[config.mk]
export PLATFORM = sky130hd
export DESIGN_NAME = seq_device_flat
export DESIGN_NICKNAME = d
export VERILOG_FILES = /design/src/inc/seq_pkg.sv /design/src/inc/seq_link_if.sv /design/src/hw/seq_device.sv /design/src/flat_wrapper.sv
export SDC_FILE = /design/constraint.sdc
export NUM_CORES = 1
export LEC_CHECK = 0
export ABC_AREA = 1
export BUFFER_PORTS_ARGS = -buffer_cell sky130_fd_sc_hd__buf_2
export CORE_UTILIZATION = 43
export DETAILED_ROUTE_END_ITERATION = 12
export PLACE_DENSITY = 0.63
export SYNTH_ARGS = -nofsm -noshare
export SYNTH_HDL_FRONTEND = slang
export SYNTH_SLANG_ARGS = --single-unit
[constraint.sdc]
create_clock -name I_CLK -period 4.6 [get_ports I_CLK]
set_input_delay 0.23 -clock I_CLK [delete_from_list [all_inputs] [get_ports I_CLK]]
set_output_delay 0.23 -clock I_CLK [all_outputs]
set_load 0.005 [all_outputs]
[src/inc/seq_pkg.sv]
// Shared constants and types for the conversion sequencer link.
// Assumes both ends run on the same 25 MHz clock.
package seq_pkg;

  // ==========================================================
  // Clocking and timing
  localparam int CLK_HZ          = 25000000;
  localparam int SYS_CLK_HZ      = 4608000;
  localparam int ODR_SPS         = 12000;
  localparam int CONV_TICKS      = SYS_CLK_HZ / ODR_SPS;
  localparam int FIXED_TICKS     = 2;
  localparam int DELAY_MUL_TICKS = 4;
  localparam int DELAY_ADD_TICKS = 8;
  localparam int RD_HALF         = 4;
  localparam int TRIG_HIGH       = 4;

  // ==========================================================
  // Widths
  localparam int CODE_W = 24;
  localparam int TEMP_W = 16;
  localparam int CH_N   = 16;
  localparam int CMD_W  = 4;

  // ==========================================================
  // Command codes
  localparam logic [CMD_W-1:0] multi_channel_one_pass_cmd = 4'h1;
  localparam logic [CMD_W-1:0] multi_channel_loop_cmd     = 4'h2;
  localparam logic [CMD_W-1:0] multi_channel_step_cmd     = 4'h3;
  localparam logic [CMD_W-1:0] END_CMD                    = 4'h4;
  localparam logic [CMD_W-1:0] ABORT_CMD                  = 4'h5;
  localparam logic [CMD_W-1:0] TEMP_READ_CMD              = 4'h6;

  // ==========================================================
  // Result scaling
  localparam int FULL_SCALE_UV = 10000000;
  localparam int LV_SCALE_UV   = 4000000;
  localparam int HIGH_POSITIVE_SUPPLY_MUL      = 32;
  localparam int HIGH_POSITIVE_SUPPLY_OFS_UV   = 250000;
  localparam int CDEG_PER_DEG  = 100;
  localparam int TEMP_SHIFT    = 6;
  localparam int RECIP_FRAC    = 12;

  typedef enum logic [2:0] {
    one_pass_mode = 3'b001,
    looping_mode  = 3'b010,
    stepping_mode = 3'b100
  } mode_t;

  typedef enum logic [4:0] {
    ST_IDLE  = 5'b00001,
    ST_FIXED = 5'b00010,
    ST_DELAY = 5'b00100,
    ST_CONV  = 5'b01000,
    ST_WAIT  = 5'b10000
  } state_t;

endpackage

[src/inc/seq_link_if.sv]
// Link between the sequencer device and its host controller.
// Assumes one shared clock; the testbench joins the two ends.
interface seq_link_if;
  import seq_pkg::*;
  logic             cmd_valid;
  logic [CMD_W-1:0] cmd_code;
  logic             trig;
  logic             rd_clk;
  logic             result_ready_pin;
  logic             rd_data;

  modport dev (
    input  cmd_valid,
    input  cmd_code,
    input  trig,
    input  rd_clk,
    output result_ready_pin,
    output rd_data
  );

  modport host (
    output cmd_valid,
    output cmd_code,
    output trig,
    output rd_clk,
    input  result_ready_pin,
    input  rd_data
  );
endinterface

[src/hw/seq_device.sv]
// Multichannel conversion sequencer, device end of the link.
// Assumes commands arrive as same-clock strobes; trigger and read clock
// are pins and are synchronised here. ADC code sampled at conversion end.
// Function
// - Command end starts sequence when trigger select 0
// - Trigger rising edge starts sequence when select 1
// - Convert enabled channels ascending, slot equals index
// - Loop mode wraps to first enabled channel
// - Loop mode stops on end/abort, restarts on start
// - Early start aborts, restarts at first channel outside step mode
// - Loop mode cycles until end or abort
// - Step mode advances pointer then waits idle
// - Step mode pointer wraps after last channel
// - Step mode left on end or abort
// - Step mode early start restarts same channel
// - Result shifted out serially after ready rises
// - First reading adds two system clock overhead
// - Later readings skip the fixed overhead
// - Channel delay counted in system clock ticks
// - Conversion time is one output data period
// - Results are 24-bit two's complement codes
// - Host scales code by ten over full scale
// - Diagnostic readings gain 2.5, supply thirty-two times
// - Die temperature 16-bit signed, host divides by 64
// - One-pass mode idles after last enabled channel
// - End waits for conversion, abort stops at once
module seq_device
  import seq_pkg::*;
#(
  parameter int CONV_T = CONV_TICKS
) (
  input  wire logic              I_CLK,
  input  wire logic              I_RST,
  input  wire logic              I_CE,
  input  wire logic              I_PIN_TRIGGER_SEL,
  input  wire logic [CH_N-1:0]   I_CHANNEL_ENABLE_MASK,
  input  wire logic [5:0]        I_SETTLE_DELAY_CODE,
  input  wire logic [CODE_W-1:0] I_ADC_CODE,
  input  wire logic [TEMP_W-1:0] I_DIE_TEMP,
  output logic [3:0]             O_ACTIVE_CH,
  output logic                   O_BUSY,
  output logic                   O_CONVERTING,
  seq_link_if.dev                lnk
);

  generate
    if (CONV_T < 1 || CONV_T > 1023 || SYS_CLK_HZ > CLK_HZ) begin : g_chk
      $error("seq_device: unsupported timing parameters");
    end
  endgenerate

  // ==========================================================
  // Pin synchronisers, stage 0 read only by stage 1
  logic [2:0] trig_s_ff;
  logic [2:0] rck_s_ff;
  wire        trig_rise = trig_s_ff[1] & ~trig_s_ff[2];
  wire        rck_rise  = rck_s_ff[1] & ~rck_s_ff[2];

  always_ff @(posedge I_CLK or posedge I_RST) begin
    if (I_RST) begin
      trig_s_ff <= 3'h0;
      rck_s_ff  <= 3'h0;
    end else if (I_CE) begin
      trig_s_ff <= {trig_s_ff[1:0], lnk.trig};
      rck_s_ff  <= {rck_s_ff[1:0], lnk.rd_clk};
    end
  end

  // ==========================================================
  // System clock tick from the fast clock, fractional rate
  localparam logic [25:0] SYS_INC = 26'(SYS_CLK_HZ);
  localparam logic [25:0] CLK_MOD = 26'(CLK_HZ);
  logic [24:0] acc_ff;
  wire  [25:0] acc_sum = {1'b0, acc_ff} + SYS_INC;
  wire         tick    = acc_sum >= CLK_MOD;
  wire  [25:0] acc_wrp = acc_sum - CLK_MOD;
  wire  [24:0] nxt_acc = tick ? acc_wrp[24:0] : acc_sum[24:0];

  always_ff @(posedge I_CLK or posedge I_RST) begin
    if (I_RST) acc_ff <= 25'h0;
    else if (I_CE) acc_ff <= nxt_acc;
  end

  // ==========================================================
  // Command decode and start event
  wire [CMD_W-1:0] code     = lnk.cmd_code;
  wire             c_one    = code == multi_channel_one_pass_cmd;
  wire             c_loop   = code == multi_channel_loop_cmd;
  wire             c_step   = code == multi_channel_step_cmd;
  wire             cmd_conv = lnk.cmd_valid & (c_one | c_loop | c_step);
  wire             cmd_end  = lnk.cmd_valid & (code == END_CMD);
  wire             cmd_abrt = lnk.cmd_valid & (code == ABORT_CMD);
  wire             cmd_temp = lnk.cmd_valid & (code == TEMP_READ_CMD);
  wire mode_t      cmd_mode = c_loop ? looping_mode
                            : c_step ? stepping_mode : one_pass_mode;

  state_t      st_ff;
  state_t      nxt_st;
  mode_t       mode_ff;
  logic        armed_ff;
  logic [3:0]  ptr_ff;
  logic [3:0]  nxt_ptr;
  logic [9:0]  cnt_ff;
  logic [9:0]  nxt_cnt;
  logic        endq_ff;
  logic        nxt_endq;

  // Trigger only counts once a conversion command has armed the mode
  wire start = I_PIN_TRIGGER_SEL ? (trig_rise & armed_ff)
                                 : cmd_conv;
  wire go    = start & (|I_CHANNEL_ENABLE_MASK);
  wire mode_t nmode = I_PIN_TRIGGER_SEL ? mode_ff : cmd_mode;

  // ==========================================================
  // Channel search over the enable mask
  function automatic logic [4:0] seek(input logic [CH_N-1:0] m,
                                      input logic [4:0] from);
    logic [4:0] r;
    r = 5'h10;
    for (int i = CH_N - 1; i >= 0; i--) begin
      if (m[i] && 5'(i) >= from) r = 5'(i);
    end
    return r;
  endfunction

  wire [4:0] first_w = seek(I_CHANNEL_ENABLE_MASK, 5'h00);
  wire [4:0] next_w  = seek(I_CHANNEL_ENABLE_MASK, {1'b0, ptr_ff} + 5'h01);
  wire       last_ch = next_w[4];
  wire [3:0] ptr_aft = last_ch ? first_w[3:0] : next_w[3:0];
  wire       keep    = (nmode == stepping_mode) &&
                       (mode_ff == stepping_mode) && (st_ff != ST_IDLE);
  wire [3:0] ptr_go  = keep ? ptr_ff : first_w[3:0];

  localparam logic [9:0] CNT_ONE   = 10'h001;
  localparam logic [9:0] FIXED_CNT = 10'(FIXED_TICKS);
  localparam logic [9:0] CONV_CNT  = 10'(CONV_T);
  localparam logic [9:0] DLY_MUL   = 10'(DELAY_MUL_TICKS);
  localparam logic [9:0] DLY_ADD   = 10'(DELAY_ADD_TICKS);
  wire [9:0] dly_cnt = 10'(I_SETTLE_DELAY_CODE) * DLY_MUL + DLY_ADD;
  wire       cnt_end = tick && (cnt_ff == CNT_ONE);
  wire       done    = (st_ff == ST_CONV) & cnt_end & ~cmd_abrt & ~go;

  // ==========================================================
  // Sequencer state machine
  always_comb begin
    nxt_st   = st_ff;
    nxt_cnt  = cnt_ff;
    nxt_ptr  = ptr_ff;
    nxt_endq = endq_ff;
    if (cmd_abrt) begin
      nxt_st   = ST_IDLE;
      nxt_endq = 1'b0;
    end else if (go) begin
      nxt_st   = ST_FIXED;
      nxt_cnt  = FIXED_CNT;
      nxt_ptr  = ptr_go;
      nxt_endq = 1'b0;
    end else begin
      if (cmd_end) begin
        if (st_ff == ST_WAIT) nxt_st = ST_IDLE;
        else if (st_ff != ST_IDLE) nxt_endq = 1'b1;
      end
      unique case (st_ff)
        ST_IDLE, ST_WAIT: begin
        end
        ST_FIXED: begin
          if (tick) nxt_cnt = cnt_ff - CNT_ONE;
          if (cnt_end) begin
            nxt_st  = ST_DELAY;
            nxt_cnt = dly_cnt;
          end
        end
        ST_DELAY: begin
          if (tick) nxt_cnt = cnt_ff - CNT_ONE;
          if (cnt_end) begin
            nxt_st  = ST_CONV;
            nxt_cnt = CONV_CNT;
          end
        end
        ST_CONV: begin
          if (tick) nxt_cnt = cnt_ff - CNT_ONE;
          if (cnt_end) begin
            nxt_ptr  = ptr_aft;
            nxt_cnt  = dly_cnt;
            nxt_endq = 1'b0;
            if (endq_ff || cmd_end) nxt_st = ST_IDLE;
            else if (mode_ff == stepping_mode) nxt_st = ST_WAIT;
            else if (mode_ff == looping_mode) nxt_st = ST_DELAY;
            else nxt_st = last_ch ? ST_IDLE : ST_DELAY;
          end
        end
      endcase
    end
  end

  wire nxt_busy = (nxt_st != ST_IDLE) && (nxt_st != ST_WAIT);

  always_ff @(posedge I_CLK or posedge I_RST) begin
    if (I_RST) begin
      st_ff        <= ST_IDLE;
      cnt_ff       <= 10'h000;
      ptr_ff       <= 4'h0;
      endq_ff      <= 1'b0;
      O_BUSY       <= 1'b0;
      O_CONVERTING <= 1'b0;
    end else if (I_CE) begin
      st_ff        <= nxt_st;
      cnt_ff       <= nxt_cnt;
      ptr_ff       <= nxt_ptr;
      endq_ff      <= nxt_endq;
      O_BUSY       <= nxt_busy;
      O_CONVERTING <= nxt_st == ST_CONV;
    end
  end

  always_ff @(posedge I_CLK or posedge I_RST) begin
    if (I_RST) begin
      mode_ff  <= one_pass_mode;
      armed_ff <= 1'b0;
    end else if (I_CE) begin
      if (cmd_conv) mode_ff <= cmd_mode;
      if (cmd_conv) armed_ff <= 1'b1;
      else if (cmd_end || cmd_abrt) armed_ff <= 1'b0;
    end
  end

  // ==========================================================
  // Result shifter, MSB first on each read clock rise
  localparam int PAD_W = CODE_W - TEMP_W;
  logic [CODE_W-1:0] shift_ff;
  logic              rdy_ff;
  wire  [CODE_W-1:0] temp_ext = {{PAD_W{I_DIE_TEMP[TEMP_W-1]}},
                                 I_DIE_TEMP};
  wire               load     = done | cmd_temp;
  wire  [CODE_W-1:0] load_val = done ? I_ADC_CODE : temp_ext;
  wire  [CODE_W-1:0] shifted  = {shift_ff[CODE_W-2:0], 1'b0};

  always_ff @(posedge I_CLK or posedge I_RST) begin
    if (I_RST) begin
      shift_ff <= '0;
      rdy_ff   <= 1'b0;
    end else if (I_CE) begin
      if (load) shift_ff <= load_val;
      else if (rck_rise) shift_ff <= shifted;
      // A fresh result wins over a read edge in the same cycle
      if (load) rdy_ff <= 1'b1;
      else if (rck_rise || cmd_abrt) rdy_ff <= 1'b0;
    end
  end

  assign lnk.result_ready_pin = rdy_ff;
  assign lnk.rd_data          = shift_ff[CODE_W-1];
  assign O_ACTIVE_CH          = ptr_ff;

endmodule

[src/flat_wrapper.sv]
// flat-port wrapper written by rule: the top's interface ports become plain ports
module seq_device_flat import seq_pkg::*;
#(
  parameter int CONV_T = CONV_TICKS
)
  (I_CLK, I_RST, I_CE, I_PIN_TRIGGER_SEL, I_CHANNEL_ENABLE_MASK, I_SETTLE_DELAY_CODE, I_ADC_CODE, I_DIE_TEMP, O_ACTIVE_CH, O_BUSY, O_CONVERTING, lnk_cmd_valid, lnk_cmd_code, lnk_trig, lnk_rd_clk, lnk_result_ready_pin, lnk_rd_data);
  seq_link_if lnk_i ();
  input  wire logic I_CLK;
  input  wire logic I_RST;
  input  wire logic I_CE;
  input  wire logic I_PIN_TRIGGER_SEL;
  input  wire logic [CH_N-1:0] I_CHANNEL_ENABLE_MASK;
  input  wire logic [5:0] I_SETTLE_DELAY_CODE;
  input  wire logic [CODE_W-1:0] I_ADC_CODE;
  input  wire logic [TEMP_W-1:0] I_DIE_TEMP;
  output logic [3:0] O_ACTIVE_CH;
  output logic O_BUSY;
  output logic O_CONVERTING;
  input wire logic [$bits(lnk_i.cmd_valid)-1:0] lnk_cmd_valid;
  input wire logic [$bits(lnk_i.cmd_code)-1:0] lnk_cmd_code;
  input wire logic [$bits(lnk_i.trig)-1:0] lnk_trig;
  input wire logic [$bits(lnk_i.rd_clk)-1:0] lnk_rd_clk;
  output wire logic [$bits(lnk_i.result_ready_pin)-1:0] lnk_result_ready_pin;
  output wire logic [$bits(lnk_i.rd_data)-1:0] lnk_rd_data;
  assign lnk_i.cmd_valid = lnk_cmd_valid;
  assign lnk_i.cmd_code = lnk_cmd_code;
  assign lnk_i.trig = lnk_trig;
  assign lnk_i.rd_clk = lnk_rd_clk;
  assign lnk_result_ready_pin = lnk_i.result_ready_pin;
  assign lnk_rd_data = lnk_i.rd_data;
  seq_device #(.CONV_T(CONV_T)) u_core (.I_CLK(I_CLK), .I_RST(I_RST), .I_CE(I_CE), .I_PIN_TRIGGER_SEL(I_PIN_TRIGGER_SEL), .I_CHANNEL_ENABLE_MASK(I_CHANNEL_ENABLE_MASK), .I_SETTLE_DELAY_CODE(I_SETTLE_DELAY_CODE), .I_ADC_CODE(I_ADC_CODE), .I_DIE_TEMP(I_DIE_TEMP), .O_ACTIVE_CH(O_ACTIVE_CH), .O_BUSY(O_BUSY), .O_CONVERTING(O_CONVERTING), .lnk(lnk_i));
endmodule
; After elaboration in Yosys (flattened, before gate mapping)
; Index checks and enable logic that the tools add are counted.
[word_totals]
regBits = 82
elab_cells = 182
output_inout_bits = 8
[classes]
bitwise_logic = 18
mux = 73
n_reduce_logical = 37
n_addsub = 5
n_lt_le_gt_ge = 17
n_eq_ne = 19
[ops]
columns = cell, n
row1 = 5-bit 2-to-1 mux, 26
row2 = 4-bit 2-to-1 mux, 21
row3 = 24-bit 2-to-1 mux, 3
row4 = 4-bit by 5-bit >= comparator with 1-bit output (first input constant), 8
row5 = 10-bit 2-to-1 mux, 4
row6 = 25-bit by 23-bit adder with 26-bit output (second input constant), 1
row7 = 26-bit by 25-bit >= comparator with 1-bit output (second input constant), 1
row8 = 25-bit 2-to-1 mux, 1
row9 = 25-bit subtractor (second input constant), 1
row10 = 3-bit by 5-bit >= comparator with 1-bit output (first input constant), 4
row11 = 1-bit logical AND, 20
row12 = 10-bit one-hot mux with 2 select lines, 1
row13 = 16-bit OR reduction, 1
row14 = 5-bit one-hot mux with 3 select lines, 1
row15 = 4-bit by 3-bit == test with 1-bit output (second input constant), 3
row16 = 1-bit 2-to-1 mux, 12
row17 = 3-bit 2-to-1 mux, 4
row18 = 1-bit AND, 11
row19 = 10-bit by 1-bit == test with 1-bit output (second input constant), 1
row20 = 5-bit by 4-bit == test with 1-bit output (second input constant), 2
row21 = 1-bit by 5-bit >= comparator with 1-bit output (first input constant), 2
row22 = 2-bit by 5-bit >= comparator with 1-bit output (first input constant), 2
row23 = 5-bit by 1-bit inequality test with 1-bit output (second input constant), 2
row24 = 2-bit nonzero test, 5
row25 = 20 further kinds, 32

; Longest topological paths before layout
[logic_depth]
depth_word = 29
mapped_depth = 24
depth_no_buf = 23

; Worst setup path before layout
; Ideal clock, no wire load.
[synth_path]
kind = reg-to-reg
startpoint = register u_core.ptr_ff[0], in the netlist u_core.O_ACTIVE_CH[0]
endpoint = register u_core.O_BUSY
setup_ps = 117
required_time_ps = 4483
setup_slack_ps = 2056
stages_incl_launch_ff = 20
arrival_ps = 2427
path_buffers = 0
path_cell_list = dfrtp_1 -> inv_1 -> ha_1 -> inv_1 -> nor2_1 -> nand3_1 -> nand2_1 -> nand2_1 -> a21oi_1 -> nand2_1 -> nor2_1 -> nand3_1 -> nor2_1 -> nor2_1 -> nand3_1 -> nand3_1 -> a21oi_1 -> nand2_1 -> nor2_1 -> nor2_1
[synth_via]
elab_chain_len = 29
[synth_lines]
columns = item, line_no
row1 = start: declaration, seq_device.sv:101  ; logic [3:0] ptr_ff;
row2 = start signal: assignment, seq_device.sv:209  ; ptr_ff <= nxt_ptr;
row3 = 4-bit by 1-bit adder with 5-bit output *, seq_device.sv:127  ; wire [4:0] next_w = seek(I_CHANNEL_ENABLE_MASK, {1'b0, ptr_ff} + 5'h01);
row4 = 4-bit by 5-bit >= comparator with 1-bit output, seq_device.sv:121  ; if (m[i] && 5'(i) >= from) r = 5'(i);
row5 = 1-bit logical AND, seq_device.sv:121
row6 = 5-bit 2-to-1 mux (15 in a row), seq_device.sv:121
row7 = 5-bit 2-to-1 mux *, seq_device.sv:121
row8 = 3-bit 2-to-1 mux *, seq_device.sv:189  ; else nxt_st = last_ch ? ST_IDLE : ST_DELAY;
row9 = 5-bit 2-to-1 mux *, seq_device.sv:188  ; else if (mode_ff == looping_mode) nxt_st = ST_DELAY;
row10 = 5-bit 2-to-1 mux *, seq_device.sv:187  ; else if (mode_ff == stepping_mode) nxt_st = ST_WAIT;
row11 = 5-bit 2-to-1 mux *, seq_device.sv:186  ; if (endq_ff || cmd_end) nxt_st = ST_IDLE;
row12 = 5-bit 2-to-1 mux *, seq_device.sv:182  ; if (cnt_end) begin
row13 = 5-bit one-hot mux with 3 select lines *, seq_device.sv:163  ; unique case (st_ff)
row14 = 5-bit 2-to-1 mux *, seq_device.sv:153  ; end else if (go) begin
row15 = 5-bit 2-to-1 mux *, seq_device.sv:150  ; if (cmd_abrt) begin
row16 = 5-bit by 1-bit inequality test with 1-bit output / 5-bit inequality test (equally long branches), seq_device.sv:196  ; wire nxt_busy = (nxt_st != ST_IDLE) && (nxt_st != ST_WAIT);
row17 = 1-bit logical AND *, seq_device.sv:196
row18 = end signal: assignment, seq_device.sv:211  ; O_BUSY <= nxt_busy;
row19 = end: declaration, seq_device.sv:41  ; output logic O_BUSY,
; Mark *: on every way between the ends. The rest lies on a longest branch, timed or not.
; A chain may end at the register's enable or synchronous reset.

; Worst setup path in the final report
[layout_path]
startpoint = register u_core.acc_ff[12]
endpoint = register u_core.shift_ff[19]
[layout_via]
elab_chain_len = 9
[layout_lines]
columns = item, line_no
row1 = start: declaration, seq_device.sv:73  ; logic [24:0] acc_ff;
row2 = start signal: assignment, seq_device.sv:81  ; else if (I_CE) acc_ff <= nxt_acc;
row3 = 25-bit by 23-bit adder with 26-bit output *, seq_device.sv:74  ; wire [25:0] acc_sum = {1'b0, acc_ff} + SYS_INC;
row4 = 26-bit by 25-bit >= comparator with 1-bit output *, seq_device.sv:75  ; wire tick = acc_sum >= CLK_MOD;
row5 = 1-bit logical AND *, seq_device.sv:140  ; wire cnt_end = tick && (cnt_ff == CNT_ONE);
row6 = 1-bit AND * (3 in a row), seq_device.sv:141  ; wire done = (st_ff == ST_CONV) & cnt_end & ~cmd_abrt & ~go;
row7 = 1-bit bitwise OR, seq_device.sv:234  ; wire load = done | cmd_temp;
row8 = 2-bit nonzero test (no line), -
row9 = 2-bit AND reduction (no line), -
row10 = end signal: assignment, seq_device.sv:243  ; if (load) shift_ff <= load_val;
row11 = end signal: assignment, seq_device.sv:244  ; else if (rck_rise) shift_ff <= shifted;
row12 = end: declaration, seq_device.sv:230  ; logic [CODE_W-1:0] shift_ff;
; Marks and branches as above.

==> impl_metrics.yaml <==
layout:
  antenna_cells: 0
  final_nets: 971
  stdcell_count: 1060
  drive_gt1_share_pct: 14.2
  fillers: 1243
  final_util_pct: 51.6
  area_growth_pct: 15.1
global_route:
  grt_usage_pct: 22.0
  grt_pass1_vias: 5161
  grt-ovfl-total: 0
  grt_pass1_wl_mm: 23.1
  antenna_found_initial: 0
  grt_max_degree: 49
route:
  vias: 5526
  drt_pass1_iterations: 5
  wl_mm: 13.8
  drc_errors: 0
  drt-vias-per-instance: 5.21
  wire_per_inst_um: 13.0
  detail-route-antenna-nets: 0
  first_iter_violations: 370
die:
  die_y_um: 115
  std_cell_rows: 40
  die_x_um: 115
  io_pins: 81
  core_region_area_um2: 12200
  initial_core_util_pct: 44.8
  dieArea_um2: 13200
yosys:
  synth_compound_area_share_pct: 15.6
  seq_area_frac_synth_pct: 34.8
  synth-edff-count: 0
  synthAdderAreaFrac_pct: 2.52
  netlist-cell-type-count: 44
  yosys-top-cells-area: "dfrtp_1 34%, nand2_1 16%, nand3_1 7.0%"
  synth_most_common_cell: "nand2_1"
  synth-async-reset-ratio_pct: 100
  synth_top_family_by_area: "simple AND/OR/NAND/NOR gates"
  ys_warn_count: 0
  yosys.area_share.xor_xnor_pct: 3.84
  netlist.area_leader.share_pct: 33.9
  muxShareOfSynthArea_pct: 0.183
  ys_ff_latch: 76
  synth_area_um2: 5470
  yosys.area_share.simple_pct: 33.8
  synthCells: 814
  synth_commonest_cells: "227 x nand2_1, 96 x inv_1, 77 x nand3_1, 74 x dfrtp_1, 74 x o21ai_0"
  syn-num-nets: 898
  ys.flop_type: "dfrtp_1"
  syn_area_per_cell_um2: 6.72
  yosys.area.top_type: "dfrtp_1"
sta:
  relSlewSlack_pct: 34.5
  tightest_slew_ps: 981
  min_period_ps: 3340
  skew_ps: 4.78
  finalCritPeriodShare_pct: 72.6
  hold_ws_ps: 93.0
  timing.final.hold_violations: 0
  finalSetupTns_ps: 0
  rsz0062_at_grt: "no"
  slew_viol_final: 0
  setup_viol: 0
  setup_ws_ps: 1260
  fmax_mhz: 299
clock_network:
  cts_tree: "yes"
  clk_pin_slew_ps: 60
  cts_resized: 0
  cts_setup_buffers: 0
  cts_buffers: 9
  cts_max_path_buffers: 2
  cts_hold_buf: 0
  clk_latency_ps: 340
  clock-root-buffer: "clkbuf_16"
  htree_levels: 3
  clock_sinks: 76
critical_path:
  worstReg2RegEnd: "u_core.shift_ff[19]"
  critPathSlowestCell: "dfrtp_1"
  crit_path_start: "u_core.acc_ff[12]"
  r2r_slack_ps: 1260
  cp-start-kind: "flip-flop"
  required_ps: 4790
  end_kind: "flip-flop"
  crit_top_cell: "nand2_1"
  path_buf_inv: 1
  path_max_fanout: 38
  worstPathCellList: "ha_1 > nor2_1 > nor2_1 > nand2_1 > nand2_1 > nand2_1 > xor2_1 > nand3_1 > nand2_1 > nand2_2 > nand2_4 > nand4_4 > nand2_2 > nand2_2 > nand2_4 > inv_2 > nand2_1 > o21ai_0"
  critPathKind: "reg2reg"
  crit_arrival_ps: 3530
  crit_family: "simple AND/OR/NAND/NOR gates"
  slowest_delay_ps: 430
  rr_startpoint: "u_core.acc_ff[12]"
  r2r_cells: 18
power:
  ir_worst_vdd_v: 0.000335
  leakagePower_nw: 3.14
  p_sw_mw: 1.65
  intPower_mw: 1.95
  swShare_pct: 45.8
  power_frac_clock_pct: 20.3
  pwr_density_cell_nw_per_um2: 572
  p_seq_share_pct: 31.6
  combPwrFrac_pct: 48.2
status:
  outcome: "finished clean"
place:
  dp_worst_setup_slack_ps: 1270
  placed_cells: 1044
  port_buffers: 80
  hpwl_mm: 10.4
  gp_congestion: 0.897
worst_hold_path:
  hold_depth: 2
  min_path_type: "in2reg"
  hp-start: "lnk_cmd_code[1]"
  min_to: "u_core.mode_ff[0]"
flow_run:
  max-cap-violations: 0
## per-layer routing
metal	wire (µm)	vias to the layer above	share of wire, %	GRT usage, %
li1	-	2824	-	-
met1	6410	2573	46	28.8
met2	6630	121	48	37.4
met3	667	8	4.8	4.43
met4	94	0	0.68	5.28
met5	0	-	0	0
## layout by cell type, fill, tap and decap left out, drive strengths merged, types with 2 or more instances in the layout
cell type,Yosys,layout
nor3,19,19
xnor2,3,3
nor3b,2,2
a21oi,27,27
inv,104,107
nor4,3,3
dfstp,2,2
nor2,73,73
clkinvlp,0,2
o21ai,87,87
o211ai,13,13
nand2,235,235
xor2,21,21
a22oi,2,2
dfrtp,74,74
o31ai,4,4
buf,10,83
ha,11,11
o21bai,2,2
clkbuf,11,9
o22ai,4,4
nand4,13,13
nand3,78,78
a31oi,6,6
o221ai,3,3
## through the flow
stage                     cell area, µm²  power, mW
after floorplan                     5470       2.46
after detailed placement            5990       2.86
final                               6300       3.60
after CTS                           6300       3.61
after global placement              5990       2.82
after global routing                6300       3.95
## state kept, by name (all words and copies together), names as in the netlist
name,flops
u_core.lnk.result_ready_pin,1
u_core.rck_s_ff,3
u_core.cnt_ff,10
u_core.acc_ff,19
u_core.O_CONVERTING,1
u_core.mode_ff,3
u_core.O_ACTIVE_CH,4
u_core.O_BUSY,1
u_core.armed_ff,1
u_core.trig_s_ff,3
u_core.shift_ff,24
u_core.st_ff,5
u_core.endq_ff,1
## power by group through the flow
stage / registers, mW / clock network (mW) / logic, mW
6_report: 1.14 / 0.729 / 1.73
5_1_grt: 1.17 / 0.775 / 2.00
4_1_cts: 1.13 / 0.747 / 1.73
3_5_place_dp: 1.14 / 0 / 1.72
3_3_place_gp: 1.14 / 0 / 1.68
2_1_floorplan: 1.09 / 0 / 1.37
## how the worst max path moves through the flow
stage,end,slack (ps),cells after the start
after global placement,u_core.shift_ff[14],1420,18
after floorplan,u_core.O_BUSY,2060,19
after CTS,u_core.shift_ff[13],1250,18
final,u_core.shift_ff[19],1260,18
after global routing,u_core.shift_ff[12],830,18
after detailed placement,u_core.shift_ff[13],1270,18
## cell type report
type,instances,area (µm²),area share (%)
clock buffers,9,225,3.58
clock inverters,7,82.6,1.31
well taps,168,210,3.34
repair buffers,83,423,6.72
flip-flops and latches,76,1900,30.2
inverters,104,390,6.20
multi-input cells,613,3060,48.6
## kinds of logic (layout without fill, tap and decap cells)
logic type               after synthesis  count (layout)
AND/OR/NAND/NOR                      425             425
AO/OA/AOI/OAI                        152             152
buffers and inverters                125             203
flip-flops                            76              76
XOR/XNOR                              24              24
adder cells (fa/ha/maj)               11              11
multiplexers                           1               1
Note: power is estimated with default switching activity, not from simulation.
